File: src/shared/adc_brk_pkg.sv
// package for the converter break-interaction controller
// assumes a single 200 MHz clock and a plain strobe register port
package adc_brk_pkg;

  // ****************************************
  // timing
  // ****************************************
  localparam int          CLK_PERIOD_NS   = 5;
  localparam int          CONV_TIME_NS    = 200;
  localparam int          CONV_CYCLES     = (CONV_TIME_NS + CLK_PERIOD_NS - 1) / CLK_PERIOD_NS;
  localparam logic [7:0]  CONV_CYCLES_W   = 8'(CONV_CYCLES);
  localparam logic [1:0]  GUARD_INSNS     = 2'h2;

  // ****************************************
  // register offsets
  // ****************************************
  localparam logic [3:0]  ADDR_MODE0      = 4'h0;
  localparam logic [3:0]  ADDR_MODE1      = 4'h1;
  localparam logic [3:0]  ADDR_MODE2      = 4'h2;
  localparam logic [3:0]  ADDR_CHSEL      = 4'h3;
  localparam logic [3:0]  ADDR_PF_THR     = 4'h4;
  localparam logic [3:0]  ADDR_PF_MODE    = 4'h5;
  localparam logic [3:0]  ADDR_STATUS     = 4'h6;
  localparam logic [3:0]  ADDR_IRQ_STAT   = 4'h7;
  localparam logic [3:0]  ADDR_IRQ_MASK   = 4'h8;
  localparam logic [3:0]  ADDR_RESULT     = 4'h9;

  // ****************************************
  // field positions and reset values
  // ****************************************
  localparam int          MODE0_ENABLE    = 7;
  localparam int          MODE0_SW_START  = 6;
  localparam int          MODE0_HISPEED   = 0;
  localparam int          MODE0_NORMAL    = 1;
  localparam logic [7:0]  RESET_CFG       = 8'h00;
  localparam int          IRQ_DONE        = 0;
  localparam int          IRQ_DROP        = 1;
  localparam int          IRQ_INVALID     = 2;
  localparam logic [2:0]  IRQ_RESET       = 3'h0;

  typedef struct packed {
    logic [7:0] mode0;
    logic [7:0] mode1;
    logic [7:0] mode2;
    logic [7:0] chsel;
    logic [7:0] pf_thr;
    logic [7:0] pf_mode;
  } cfg_s;

  typedef struct packed {
    logic       wr;
    logic       rd;
    logic [3:0] addr;
    logic [7:0] wdata;
  } reg_req_s;

  typedef enum logic [1:0] {
    ST_IDLE,
    ST_CONV,
    ST_FROZEN
  } conv_e;

endpackage

File: src/rtl/adc_break_ctrl.sv
// converter start, sequencing and result validity around emulator breaks
// assumes synchronous inputs, one clock, strobe register port, break level from debug logic
//
// Summary of operation
// - while stop-on-break is on, the conversion engine freezes for the whole break.
// - with stop-on-break on, a break within two executed instructions after a start trigger cancels that start.
// - a start cancelled by a break never raises the completion interrupt.
// - a software start whose instruction carries a pre-execution break does not start.
// - with stop-on-break on, start attempts made during a break that began with the converter idle are ignored.
// - trigger cancellation covers memory transfer, external, timer and instruction starts.
// - a config write in a break that froze a conversion gives one or two old-setting runs first.
// - in normal conversion mode the stale runs number two, otherwise one.
// - every stale run still yields a result and a completion interrupt.
// - with no break, a config write takes effect at once on the next conversion.
// - the first result after resuming from a frozen conversion is flagged invalid.
// - in high-speed mode, enable cleared and set in such a break flags the next result invalid.
// - the tracked config set is the three mode, channel, and two power-fail registers.
// - config writes count whether from the register view or from a memory transfer.
// - every break source feeds the break input; real-time monitoring raises no break.
//
// Chosen here: the register offsets and strobed register access.
module adc_break_ctrl
  import adc_brk_pkg::*;
(
  input  wire logic        sys_clk,
  input  wire logic        rst_n,
  input  wire logic        reg_wr,
  input  wire logic        reg_rd,
  input  wire logic [3:0]  reg_addr,
  input  wire logic [7:0]  reg_wdata,
  input  wire logic        dma_cfg_wr,
  input  wire logic        stop_on_break,
  input  wire logic        break_active,
  input  wire logic        insn_retired,
  input  wire logic        sw_start_prebreak,
  input  wire logic        trig_dma,
  input  wire logic        trig_ext,
  input  wire logic        trig_timer,
  input  wire logic [9:0]  sample_in,
  output logic      [7:0]  reg_rdata,
  output logic             conv_done_irq,
  output logic             irq,
  output logic             busy
);

  // ****************************************
  // state
  // ****************************************
  typedef struct packed {
    cfg_s       cfg;
    cfg_s       act;
    conv_e      st;
    logic [7:0] cnt;
    logic       pend;
    logic [1:0] insns;
    logic [1:0] stale;
    logic       pend_cfg;
    logic       inval_next;
    logic       en_cleared;
    logic       idle_brk;
    logic [9:0] result;
    logic       res_bad;
    logic [2:0] ist;
    logic [2:0] imask;
    logic [7:0] rdata;
    logic       done;
    logic       irq;
    logic       busy;
  } state_s;

  state_s     s_q;
  state_s     s_d;
  reg_req_s   req;
  logic       frz;
  logic       trig;
  logic       cfg_hit;
  logic [2:0] ev;

  assign req     = '{wr: reg_wr, rd: reg_rd, addr: reg_addr, wdata: reg_wdata};
  assign frz     = stop_on_break & break_active;
  assign trig    = trig_dma | trig_ext | trig_timer;
  assign cfg_hit = (req.wr | dma_cfg_wr) & (req.addr <= ADDR_PF_MODE);

  // ****************************************
  // next state
  // ****************************************
  always_comb begin
    s_d      = s_q;
    s_d.done = 1'b0;
    ev       = 3'h0;

    // config writes land in the software copy; engine copy may lag
    if (cfg_hit) begin
      case (req.addr)
        ADDR_MODE0: s_d.cfg.mode0 = req.wdata;
        ADDR_MODE1: s_d.cfg.mode1 = req.wdata;
        ADDR_MODE2: s_d.cfg.mode2 = req.wdata;
        ADDR_CHSEL: s_d.cfg.chsel = req.wdata;
        ADDR_PF_THR: s_d.cfg.pf_thr = req.wdata;
        default: s_d.cfg.pf_mode = req.wdata;
      endcase
      if (frz && s_q.st == ST_FROZEN && !s_q.pend_cfg) begin
        s_d.pend_cfg = 1'b1;
        s_d.stale    = s_q.act.mode0[MODE0_NORMAL] ? 2'h2 : 2'h1;
      end
      if (frz && req.addr == ADDR_MODE0 && s_q.st == ST_FROZEN) begin
        if (!req.wdata[MODE0_ENABLE])
          s_d.en_cleared = 1'b1;
        else if (s_q.en_cleared && s_q.act.mode0[MODE0_HISPEED])
          s_d.inval_next = 1'b1;
      end
    end

    if (frz && s_q.st == ST_IDLE)
      s_d.idle_brk = 1'b1;
    else if (!frz)
      s_d.idle_brk = 1'b0;

    case (s_q.st)
      ST_IDLE: begin
        if (s_q.pend) begin
          if (frz) begin
            s_d.pend = 1'b0;
            ev[IRQ_DROP] = 1'b1;
          end else if (s_q.insns == GUARD_INSNS) begin
            s_d.pend = 1'b0;
            s_d.st   = ST_CONV;
            s_d.cnt  = CONV_CYCLES_W;
            if (!s_q.pend_cfg)
              s_d.act = s_d.cfg;
          end else if (insn_retired) begin
            s_d.insns = s_q.insns + 2'h1;
          end
        end else if (!frz && !s_q.idle_brk && s_q.cfg.mode0[MODE0_ENABLE]) begin
          if (trig || (req.wr && req.addr == ADDR_MODE0 && req.wdata[MODE0_SW_START])) begin
            if (sw_start_prebreak && !trig) begin
              ev[IRQ_DROP] = 1'b1;
            end else begin
              s_d.pend  = 1'b1;
              s_d.insns = 2'h0;
            end
          end
        end else if (frz && trig) begin
          ev[IRQ_DROP] = 1'b1;
        end
        if (!frz && s_q.pend_cfg && !s_q.pend && s_q.stale != 2'h0) begin
          s_d.st  = ST_CONV;
          s_d.cnt = CONV_CYCLES_W;
        end
      end
      ST_CONV: begin
        if (frz) begin
          s_d.st = ST_FROZEN;
        end else if (s_q.cnt == 8'h01) begin
          s_d.result  = sample_in;
          s_d.res_bad = s_q.inval_next;
          s_d.inval_next = 1'b0;
          s_d.done    = 1'b1;
          ev[IRQ_DONE] = 1'b1;
          if (s_q.inval_next)
            ev[IRQ_INVALID] = 1'b1;
          s_d.st = ST_IDLE;
          if (s_q.pend_cfg) begin
            s_d.stale = s_q.stale - 2'h1;
            if (s_q.stale == 2'h1) begin
              s_d.pend_cfg = 1'b0;
              s_d.act      = s_q.cfg;
            end
          end
        end else begin
          s_d.cnt = s_q.cnt - 8'h01;
        end
      end
      ST_FROZEN: begin
        if (!frz) begin
          s_d.st         = ST_CONV;
          s_d.inval_next = 1'b1;
          s_d.en_cleared = 1'b0;
        end
      end
      default: s_d.st = ST_IDLE;
    endcase

    // sticky status: set wins over write-one-to-clear
    if (req.wr && req.addr == ADDR_IRQ_STAT)
      s_d.ist = s_q.ist & ~req.wdata[2:0];
    s_d.ist = s_d.ist | ev;
    if (req.wr && req.addr == ADDR_IRQ_MASK)
      s_d.imask = req.wdata[2:0];
    s_d.irq  = |(s_d.ist & s_d.imask);
    s_d.busy = (s_d.st != ST_IDLE) | s_d.pend;

    s_d.rdata = 8'h00;
    if (req.rd) begin
      case (req.addr)
        ADDR_MODE0:    s_d.rdata = s_q.cfg.mode0;
        ADDR_MODE1:    s_d.rdata = s_q.cfg.mode1;
        ADDR_MODE2:    s_d.rdata = s_q.cfg.mode2;
        ADDR_CHSEL:    s_d.rdata = s_q.cfg.chsel;
        ADDR_PF_THR:   s_d.rdata = s_q.cfg.pf_thr;
        ADDR_PF_MODE:  s_d.rdata = s_q.cfg.pf_mode;
        ADDR_STATUS:   s_d.rdata = {2'h0, s_q.res_bad, s_q.pend_cfg, s_q.stale, s_q.st};
        ADDR_IRQ_STAT: s_d.rdata = {5'h00, s_q.ist};
        ADDR_IRQ_MASK: s_d.rdata = {5'h00, s_q.imask};
        ADDR_RESULT:   s_d.rdata = s_q.result[9:2];
        default:       s_d.rdata = 8'h00;
      endcase
    end
  end

  // ****************************************
  // registers
  // ****************************************
  always_ff @(posedge sys_clk or negedge rst_n) begin
    if (!rst_n) begin
      s_q       <= '0;
      s_q.cfg   <= {6{RESET_CFG}};
      s_q.act   <= {6{RESET_CFG}};
      s_q.st    <= ST_IDLE;
      s_q.ist   <= IRQ_RESET;
      s_q.imask <= IRQ_RESET;
    end else begin
      s_q <= s_d;
    end
  end

  assign reg_rdata     = s_q.rdata;
  assign conv_done_irq = s_q.done;
  assign irq           = s_q.irq;
  assign busy          = s_q.busy;

endmodule

File: config.mk
export PLATFORM = sky130hd
export DESIGN_NAME = adc_break_ctrl
export DESIGN_NICKNAME = d
export VERILOG_FILES = /design/src/shared/adc_brk_pkg.sv /design/src/rtl/adc_break_ctrl.sv
export SDC_FILE = /design/constraint.sdc
export NUM_CORES = 1
export LEC_CHECK = 0
export BUFFER_PORTS_ARGS = -buffer_cell sky130_fd_sc_hd__buf_2
export CORE_ASPECT_RATIO = 2
export CORE_MARGIN = 2
export CORE_UTILIZATION = 25
export CTS_BUF_LIST = sky130_fd_sc_hd__clkbuf_8
export CTS_CLUSTER_DIAMETER = 30
export DETAILED_ROUTE_END_ITERATION = 12
export GPL_TIMING_DRIVEN = 0
export MAX_ROUTING_LAYER = met4
export SYNTH_ARGS = -nofsm -noshare
export SYNTH_HDL_FRONTEND = slang
export SYNTH_SLANG_ARGS = --single-unit
File: constraint.sdc
create_clock -name sys_clk -period 1.9 [get_ports sys_clk]
set_input_delay 0 -clock sys_clk [delete_from_list [all_inputs] [get_ports sys_clk]]
set_output_delay 0 -clock sys_clk [all_outputs]
set_load 0.02 [all_outputs]
### Word level (Yosys, flattened, before mapping)

Index checks and enable logic that the tools add are counted.

| word-level totals | value |
|---|---|
| input bits | 34 |
| register bits after elaboration | 97 |
| output and inout port bits | 11 |

| cells by class | value |
|---|---|
| equality and inequality tests | 31 |
| bitwise operators | 11 |
| reduce and logical (&&, ||, !) cells | 36 |
| add/sub/neg operators | 3 |
| multiplexer cells | 67 |
| $lt $le $gt $ge | 1 |

Operators with widths:

| operator | number |
|---|---|
| $mux 42 | 4 |
| $mux 52 | 2 |
| $pmux 42 s2 | 1 |
| $pmux 8 s10 | 1 |
| $mux 8 | 9 |
| $mux 53 | 1 |
| $mux 48 | 1 |
| $mux 44 | 1 |
| $mux 3 | 10 |
| $ne 2x2->1 const B | 12 |
| $mux 1 | 22 |
| $logic_and 1x1->1 | 17 |
| $eq 4x3->1 const B | 4 |
| $mux 2 | 8 |
| $pmux 8 s2 | 1 |
| $mux 10 | 1 |
| $reduce_bool 2->1 | 5 |
| $reduce_and 9->1 | 1 |
| $eq 4x2->1 const B | 2 |
| $eq 4x4->1 const B | 2 |
| $eq 8x1->1 const B | 1 |
| $mux 4 | 2 |
| $sub 8x1->8 const B | 1 |
| $reduce_and 7->1 | 1 |
| other kinds (26) | 39 |

### Longest topological paths before layout

Gate-level depths: netlist of the first run.

| depth | value |
|---|---|
| word-level depth | 12 |
| mapped depth | 9 |
| depth with buffers taken out | 7 |

### Least setup slack after synthesis of the first run

Ideal clock, no wire load.

| timing | value |
|---|---|
| kind | reg2reg |
| start | reg s_q[45] in the netlist's numbering |
| end | reg s_q[33] in the netlist's numbering |
| required time | 1.761 ns |
| setup time | 0.139 ns |
| slack | 0.025 ns |
| cell stages (with the launch flop) | 8 |
| period minus slack after synthesis | 1.875 ns |
| data arrival time | 1.736 ns |
| path through | dfrtp_1 inv_1 ha_1 nand3_1 a2111oi_0 nor2_1 a21oi_1 o221ai_1 |

RTL lines:

| item | line | RTL |
|---|---|---|
| from (decl) | adc_break_ctrl.sv:71 | `state_s s_q;` |

==> impl_metrics.tcl, run 1 <==
set metrics [dict create \
    ir_drop_uv 419 \
    cp-end-kind "flop" \
    post_dp_cell_area_sq_um 5520 \
    htree_levels 3 \
    synth_compound_area_share_pct 12.5 \
    tightest_slew_ns 0.819 \
    dp.cells 757 \
    syn_to_final_growth_pct 22.8 \
    cts_sinks 95 \
    drive_above_1_share_pct 33.6 \
    power_uw 6170 \
    crit_path_top_delay_cell "or3b_4" \
    clk_pin_slew_ns 0.10 \
    grt_first_pass_wirelength_um 21500 \
    synth-seq-cells 95 \
    syn_inst 454 \
    yosys.area_share.simple_pct 16.9 \
    final_antenna_net_count 0 \
    cp.required_ns 2.14 \
    path_max_fanout 4 \
    fp.dieArea_sq_um 21100 \
    skew_ns 0.0203 \
    synth-edff-count 0 \
    leakage_uw 0.00265 \
    cts_buffers 9 \
    core_area_sq_um 19600 \
    hold_class "in2reg" \
    ios 45 \
    routed_wirelength_um 13100 \
    nFillCells 2045 \
    die_x_um 104 \
    async_flop_share_pct 100 \
    cp.arrival_ns 2.13 \
    slowest_delay_ns 0.41 \
    criticalPathCategory "reg2reg" \
    slew_viol_final 0 \
    whs_ns 0.0158 \
    ys_seq_area_share_pct 47.9 \
    viasPerCell 4.75 \
    synthesis.nets 497 \
    io_buffers 40 \
    postLayoutCellArea_sq_um 6090 \
    drt_iter0_markers 224 \
    grt_use_total_pct 13.2 \
    synth_top_area_share_pct 47.9 \
    seq_area_sq_um 2380 \
    cts_tree "built" \
    grt_start_max_net_pins 52 \
    finalCritPeriodShare_pct 99.3 \
    slew_headroom_pct 45.1 \
    place_congestion 0.862 \
    routedWlPerCell_um 16.3 \
    cts_root_buffer "clkbuf_8" \
    stdcell_count 803 \
    antenna_found_initial 0 \
    synth.top_cells.by_count "95 x dfrtp_1, 63 x nand2_1, 51 x mux2_2" \
    first_pass_iters 4 \
    clk_latency_ns 0.38 \
    synth_top_family_by_area "simple AND/OR/NAND/NOR gates" \
    powerDensity_nw_per_um2 1010 \
    fmax_mhz 530 \
    ys_types 63 \
    cp-start-kind "flop" \
    drc 0 \
    synth_largest_area_cell "dfrtp_1" \
    dp_hpwl_um 9250 \
    grt_pass1_vias 3933 \
    synthMuxAreaShare_pct 15.7 \
    synthFlopType "dfrtp_1" \
    netlist_top_cells_area "dfrtp_1 48%, mux2_2 12%, nand2_1 4.8%" \
    num_antenna_cells 0 \
    num_rows 73 \
    multi_input_area_sq_um 2460 \
    initial_core_util_pct 25.3 \
    rsz0062_at_grt "yes" \
    synth_area_sq_um 4960 \
    clockBufferDepth 2 \
    finalSetupViolCount 0 \
    hold_violations 0 \
    synthAdderAreaFrac_pct 2.27 \
    fin_nets 579 \
    dieHeight_um 203 \
    post-route-util_pct 31.0 \
    yosysWarnings 0 \
    status "completed" \
    vias 3813 \
    path_cells "inv_2 > ha_4 > or3b_4 > nand3_2 > a311o_1 > o311ai_2 > or3_1" \
    synth_xor_area_share_pct 0 \
    fin_crit_ns 1.89 \
    yosysMostFrequentCell "dfrtp_1" \
    drv_cap 0 \
    gr-total-overflow 0 \
    syn_area_per_cell_sq_um 10.9 \
]
final timing paths:
| check | start | cells after the start | end | slack, ns |
|---|---|---|---|---|
| setup / recovery | s_q[32] | 7 | busy | 0.01 |
| hold / removal | reg_wdata[0] | 2 | flop | 0.02 |
| setup reg to reg | s_q[32] | 7 | busy | 0.01 |
| hold reg to reg | s_q[23] | 2 | s_q[23] | 0.50 |
| max in group asynchronous | rst_n | 3 | s_q[15] | 1.06 |
| min in group asynchronous | rst_n | 2 | async pin | 0.17 |
area by class of cell:
class                   count  area share [%]
repair buffers             71            8.31
clock inverters             7           0.677
multi-input cells         315            40.3
clock buffers               9            2.03
flip-flops and latches     95            39.1
inverters                  13           0.801
plain buffers              31            3.41
well taps                 262            5.38
cells in the final DEF, fill, tap and decap left out, drive strengths merged, types with 2 or more instances in the layout:
master / Yosys / layout
mux2i: 6 / 6
a21oi: 22 / 22
o22ai: 4 / 4
a32o: 4 / 4
clkbuf: 7 / 16
ha: 9 / 9
inv: 13 / 18
dfrtp: 95 / 95
a211oi: 2 / 2
nor2b: 8 / 8
a221oi: 2 / 2
nor4b: 2 / 2
a22o: 5 / 5
dlygate4sd3: 0 / 19
a31oi: 6 / 6
nand3b: 7 / 7
mux2: 53 / 53
and3: 6 / 6
buf: 24 / 76
nand2: 63 / 63
nor3: 7 / 7
nand3: 19 / 19
or2: 2 / 2
o211a: 2 / 2
nor2: 25 / 25
nor4: 6 / 6
a22oi: 6 / 6
o21ai: 20 / 20
mux4: 5 / 5
or4: 2 / 2
worst max-delay path, delay by kind of cell, from the launching register on:
kind	cells	cell delay (ns)
simple gates	3	0.89
fa+ha+maj	1	0.15
compound gates	2	0.30
buf+inv	1	0.06
flops	1	0.36
repair_timing:
action / in CTS / in global routing
gates resized for setup: 13 / 26
pin swaps: 5 / 7
cloned: 0 / 0
hold buffers: 19 / 0
buffers inserted: 7 / 4
hold endpoints to repair: 87 / 0
endpoints found under the setup margin: 29 / 22
report_power, final:
| part | internal [uW] | switching (uW) |
|---|---|---|
| clock | 469 | 719 |
| sequential | 2460 | 312 |
| combinational | 1060 | 1140 |
layer usage:
metal	GRT usage, %	share of wire, %	vias to the layer above	wire length, um
li1	-	-	1801	-
met2	19.8	46	104	6050
met1	18.0	47	1887	6140
met4	4.78	2.2	0	291
met3	2.43	4.4	21	575
met5	-	0	-	0
logic make-up after synthesis:
kind of cell,Yosys count
AO/OA/AOI/OAI,89
adder cells (fa/ha/maj),9
buffers and inverters,44
flip-flops,95
multiplexers,64
AND/OR/NAND/NOR,153
metrics by stage:
stage	TNS, ns	worst slack (ns)
floorplan	0	0.0249
global placement	-20.97	-0.480
detailed placement	-6.00	-0.467
CTS	0	0.00755
global route	-0.175	-0.0618
finish	0	0.0136
(Power assumes the default switching activity.)
==> run 2, diff against run 1 <==
--- a/config.mk
+++ b/config.mk
@@ -7,12 +7,10 @@
 export LEC_CHECK = 0
 export BUFFER_PORTS_ARGS = -buffer_cell sky130_fd_sc_hd__buf_2
 export CORE_ASPECT_RATIO = 2
-export CORE_MARGIN = 2
-export CORE_UTILIZATION = 25
+export CORE_UTILIZATION = 30
 export CTS_BUF_LIST = sky130_fd_sc_hd__clkbuf_8
 export CTS_CLUSTER_DIAMETER = 30
 export DETAILED_ROUTE_END_ITERATION = 12
-export GPL_TIMING_DRIVEN = 0
 export MAX_ROUTING_LAYER = met4
 export SYNTH_ARGS = -nofsm -noshare
 export SYNTH_HDL_FRONTEND = slang
==> run 2 against run 1 <==
Net effect: combinational power is 5% higher; maximum frequency is 0.97% higher; first-iteration DRC count is 12% lower; hold slack better by 0.0048 ns; register-to-register slack better by 0.02 ns; sequential power hardly changed; routed wire length is 3.4% higher; worst setup slack better by 0.018 ns; total power is 3.5% higher; clock power is 9% higher; critical path type unchanged; largest cell class unchanged.
==> impl_metrics.tcl, run 2 (same netlist as run 1, synthesis figures left out) <==
set metrics [dict create \
    cts_root_buffer "clkbuf_8" \
    clockBufferDepth 2 \
    antenna_found_initial 0 \
    cp-start-kind "flop" \
    final_cell_mix "94 x dfrtp_1, 61 x nand2_1, 51 x mux2_2" \
    initial_core_util_pct 30.7 \
    fin_crit_ns 1.87 \
    r2r_cells 6 \
    status "completed" \
    r2r-end "s_q[44]" \
    ir_drop_uv 688 \
    cp-end-kind "flop" \
    dp_slack_ns -0.171 \
    io_buffers 42 \
    post_dp_cell_area_sq_um 5600 \
    gr-total-overflow 0 \
    drt_iter0_markers 197 \
    ios 45 \
    dieHeight_um 184 \
    slew_headroom_pct 56.9 \
    viasPerCell 5.17 \
    cts_sinks 95 \
    hold_violations 0 \
    setup_slack_ns 0.0317 \
    cts_tree "built" \
    fp.dieArea_sq_um 17100 \
    grt_pass1_vias 4067 \
    grt_use_total_pct 17.2 \
    slew_viol_final 0 \
    leakage_uw 0.00269 \
    routedWlPerCell_um 18.0 \
    num_rows 66 \
    final_antenna_net_count 0 \
    syn_to_final_growth_pct 23.6 \
    holdPathStages 2 \
    path_max_fanout 6 \
    postLayoutCellArea_sq_um 6140 \
    rr_startpoint "s_q[39]" \
    clk_latency_ns 0.38 \
    place_congestion 0.876 \
    rsz0062_at_grt "yes" \
    core_area_sq_um 16200 \
    tightest_slew_ns 0.647 \
    dp_hpwl_um 10000 \
    fmax_mhz 535 \
    htree_levels 3 \
    drv_cap 0 \
    skew_ns 0.0177 \
    finalCritPeriodShare_pct 98.3 \
    cp.required_ns 2.17 \
    whs_ns 0.0205 \
    num_antenna_cells 0 \
    r2r_slack_ns 0.03 \
    drc 0 \
    drive_above_1_share_pct 35.8 \
    die_x_um 93.0 \
    final_common_cell "dfrtp_1" \
    grt_start_max_net_pins 48 \
    cts_buffers 9 \
    first_pass_iters 4 \
    powerDensity_nw_per_um2 1040 \
    finalSetupViolCount 0 \
    hold_class "in2reg" \
    clk_pin_slew_ns 0.11 \
    criticalPathCategory "reg2reg" \
    fin_nets 582 \
    hold_start "reg_wdata[0]" \
    routed_wirelength_um 13500 \
    grt_first_pass_wirelength_um 21600 \
    cp.arrival_ns 2.14 \
    vias 3865 \
]
[run 2: worst max-delay path by stage]
| stage | start | end | slack [ns] | cells past startpoint |
|---|---|---|---|---|
| after global placement | s_q[45] | s_q[33] | -0.004 | 7 |
| after global routing | s_q[33] | s_q[39] | -0.07 | 8 |
| after CTS | s_q[32] | s_q[39] | 0.009 | 8 |
| after detailed placement | s_q[45] | s_q[33] | -0.17 | 7 |
| final | s_q[39] | s_q[44] | 0.03 | 6 |
| after floorplan | s_q[45] | s_q[33] | 0.02 | 7 |
[run 2: area by class of cell]
| type | instances | area, sq um |
|---|---|---|
| multi-input combinational | 315 | 2480 |
| sequential | 95 | 2380 |
| clock buffer | 9 | 124 |
| clock inverter | 7 | 63.8 |
| tap | 204 | 255 |
| inverter | 13 | 48.8 |
| fill | 1660 | 10000 |
| timing repair buffer | 105 | 790 |
[run 2: per-stage QoR]
step                      total power (uW)  utilization, %  setup TNS, ns  cells
after floorplan                       4140               -              0    454
after global placement                4800            34.6       -0.00382    709
after detailed placement              4880            34.6         -0.551    709
after CTS                             6250            37.2              0    746
after global routing                  6770            37.9         -0.191    748
final                                 6380            37.9              0    748
[run 2: worst max-delay path, stage by stage, from the launching register on]
cell and delay, ns:
dfrtp_1 0.42, buf_4 0.17, or4_1 0.57, nor2_2 0.17, nand2_1 0.07, a32o_1 0.21
a22o_1 0.17
[run 2: routing by layer]
metal	GRT usage (%)	vias to the layer above	part of all wire, %
met2	29.9	104	54
met3	2.52	42	3.1
met1	17.6	1909	37
met4	11.2	0	6.3
li1	-	1810	-
met5	-	-	0
[run 2: timing repair]
item / 4_1_cts / 5_1_grt
pin swaps: 5 / 6
gates resized for setup: 9 / 24
buffers inserted: 1 / 2
hold endpoints to repair: 87 / 0
endpoints found under the setup margin: 21 / 23
hold buffers: 20 / 0
[run 2: power breakdown]
| group | switching [uW] | internal [uW] |
|---|---|---|
| clock network | 793 | 504 |
| logic | 1190 | 1130 |
| registers | 310 | 2460 |
| total | 2290 | 4090 |
==> run 3, diff against run 2 <==
--- a/config.mk
+++ b/config.mk
@@ -11,6 +11,7 @@
 export CTS_BUF_LIST = sky130_fd_sc_hd__clkbuf_8
 export CTS_CLUSTER_DIAMETER = 30
 export DETAILED_ROUTE_END_ITERATION = 12
+export GPL_TIMING_DRIVEN = 0
 export MAX_ROUTING_LAYER = met4
 export SYNTH_ARGS = -nofsm -noshare
 export SYNTH_HDL_FRONTEND = slang
==> run 3 against run 2 <==
Net effect: routed wire length increased by 2.7%; core utilization increased by 0.30 points; cell count increased by 1.2%; critical path type unchanged; largest cell class unchanged.
==> impl_metrics.tcl, run 3 (same netlist as run 1, synthesis figures left out) <==
set metrics [dict create \
    cts_root_buffer "clkbuf_8" \
    leakage_uw 0.00272 \
    cp-end-kind "flop" \
    hold_violations 0 \
    nFillCells 1617 \
    fp.dieArea_sq_um 17100 \
    grt_pass1_vias 4013 \
    fin_nets 591 \
    routed_wirelength_um 13900 \
    num_rows 66 \
    ios 45 \
    first_pass_iters 5 \
    tightest_slew_ns 0.839 \
    core_area_sq_um 16200 \
    drive_above_1_share_pct 36.0 \
    gr-total-overflow 0 \
    drv_cap 0 \
    fmax_mhz 531 \
    dieHeight_um 184 \
    clockBufferDepth 2 \
    status "completed" \
    place_congestion 0.917 \
    cp-start-kind "flop" \
    final_cell_mix "92 x dfrtp_1, 58 x nand2_1, 51 x mux2_2" \
    initial_core_util_pct 30.7 \
    stdcell_count 757 \
    io_buffers 40 \
    viasPerCell 5.18 \
    postLayoutCellArea_sq_um 6190 \
    routedWlPerCell_um 18.3 \
    cts_sinks 95 \
    num_antenna_cells 0 \
    die_x_um 93.0 \
    dp_slack_ns -0.914 \
    skew_ns 0.0123 \
    syn_to_final_growth_pct 24.6 \
    antenna_found_initial 0 \
    cts_tree "built" \
    ir_drop_uv 673 \
    clk_pin_slew_ns 0.09 \
    vias 3924 \
    slew_headroom_pct 43.8 \
    powerDensity_nw_per_um2 1050 \
    cp.arrival_ns 2.13 \
    htree_levels 3 \
    dp_hpwl_um 10200 \
    finalCritPeriodShare_pct 99.1 \
    finalSetupViolCount 0 \
    final_common_cell "dfrtp_1" \
    r2r_slack_ns 0.02 \
    setup_slack_ns 0.0168 \
    final_antenna_net_count 0 \
    cts_buffers 9 \
    fin_crit_ns 1.88 \
    hold_class "in2reg" \
    post_dp_cell_area_sq_um 5440 \
    drc 0 \
    path_max_fanout 7 \
    drt_iter0_markers 244 \
    rsz0062_at_grt "yes" \
    grt_start_max_net_pins 55 \
    slew_viol_final 0 \
    grt_first_pass_wirelength_um 21600 \
    grt_use_total_pct 17.3 \
    dp.cells 699 \
    clk_latency_ns 0.38 \
    cp.required_ns 2.15 \
    criticalPathCategory "reg2reg" \
]
[run 3: cell count changes in the layout (fill, tap and decap cells not counted), moves of 4 or more]
cell,before,now
buf_4,39,26
buf_6,1,10
buf_2,41,47
clkbuf_1,0,5
clkinv_4,4,0
[run 3: layout make-up]
type	count	area, sq um	area share (%)
Buffer	31	214	3.46
Clock buffer	12	165	2.67
Clock inverter	4	45.0	0.728
Inverter	13	51.3	0.829
Multi-Input combinational cell	315	2470	39.9
Sequential cell	95	2380	38.5
Tap cell	204	255	4.13
Timing Repair Buffer	83	604	9.77
[run 3: what timing repair did]
| action | CTS | global route |
|---|---|---|
| resized for setup | 22 | 31 |
| hold buffers | 22 | 0 |
| pin swaps | 7 | 15 |
| hold endpoints to repair | 108 | 0 |
| cloned | 0 | 2 |
| endpoints found under the setup margin | 28 | 25 |
| buffers inserted | 11 | 7 |
[run 3: worst paths after layout]
check	startpoint	to	depth (start not counted)
max	s_q[46]	s_q[33]	7
min	reg_wdata[0]	flop	2
max reg2reg	s_q[46]	s_q[33]	7
min reg2reg	flop	flop	1
max in group asynchronous	rst_n	async pin	3
min in group asynchronous	rst_n	s_q[35]	2
[run 3: critical path, stage by stage (launching register included)]
cell	delay, ns
dfrtp_1	0.43
buf_4	0.14
ha_2	0.25
nand3_2	0.16
a2111oi_4	0.37
nor2_1	0.13
a21oi_2	0.14
o221ai_1	0.12
[run 3: power by group]
| part | switching (uW) | internal [uW] | total (uW) | leakage (uW) |
|---|---|---|---|---|
| sequential | 343 | 2460 | 2810 | 0.00119 |
| clock | 702 | 708 | 1410 | 0.000111 |
| combinational | 1180 | 1090 | 2270 | 0.00142 |
| total | 2230 | 4260 | 6490 | 0.00272 |
[run 3: metrics by stage]
stage / hold WS (ns) / total power, uW / TNS [ns] / util, %
floorplan: -0.296 / 4140 / 0 / -
global placement: 0.193 / 4670 / -12.17 / 33.5
detailed placement: 0.0956 / 4760 / -8.93 / 33.6
CTS: 0.00962 / 6400 / 0 / 37.2
global route: 0.0286 / 6840 / -0.379 / 38.2
finish: 0.0314 / 6490 / 0 / 38.2
[run 3: layer usage]
layer | part of all wire (%) | global-route usage (%) | wire, um | vias up
met5 | 0 | - | 0 | -
met4 | 7.1 | 12.7 | 985 | 0
li1 | - | - | - | 1826
met2 | 53 | 30.2 | 7390 | 131
met3 | 3.8 | 2.48 | 532 | 46
met1 | 36 | 17.2 | 4950 | 1921
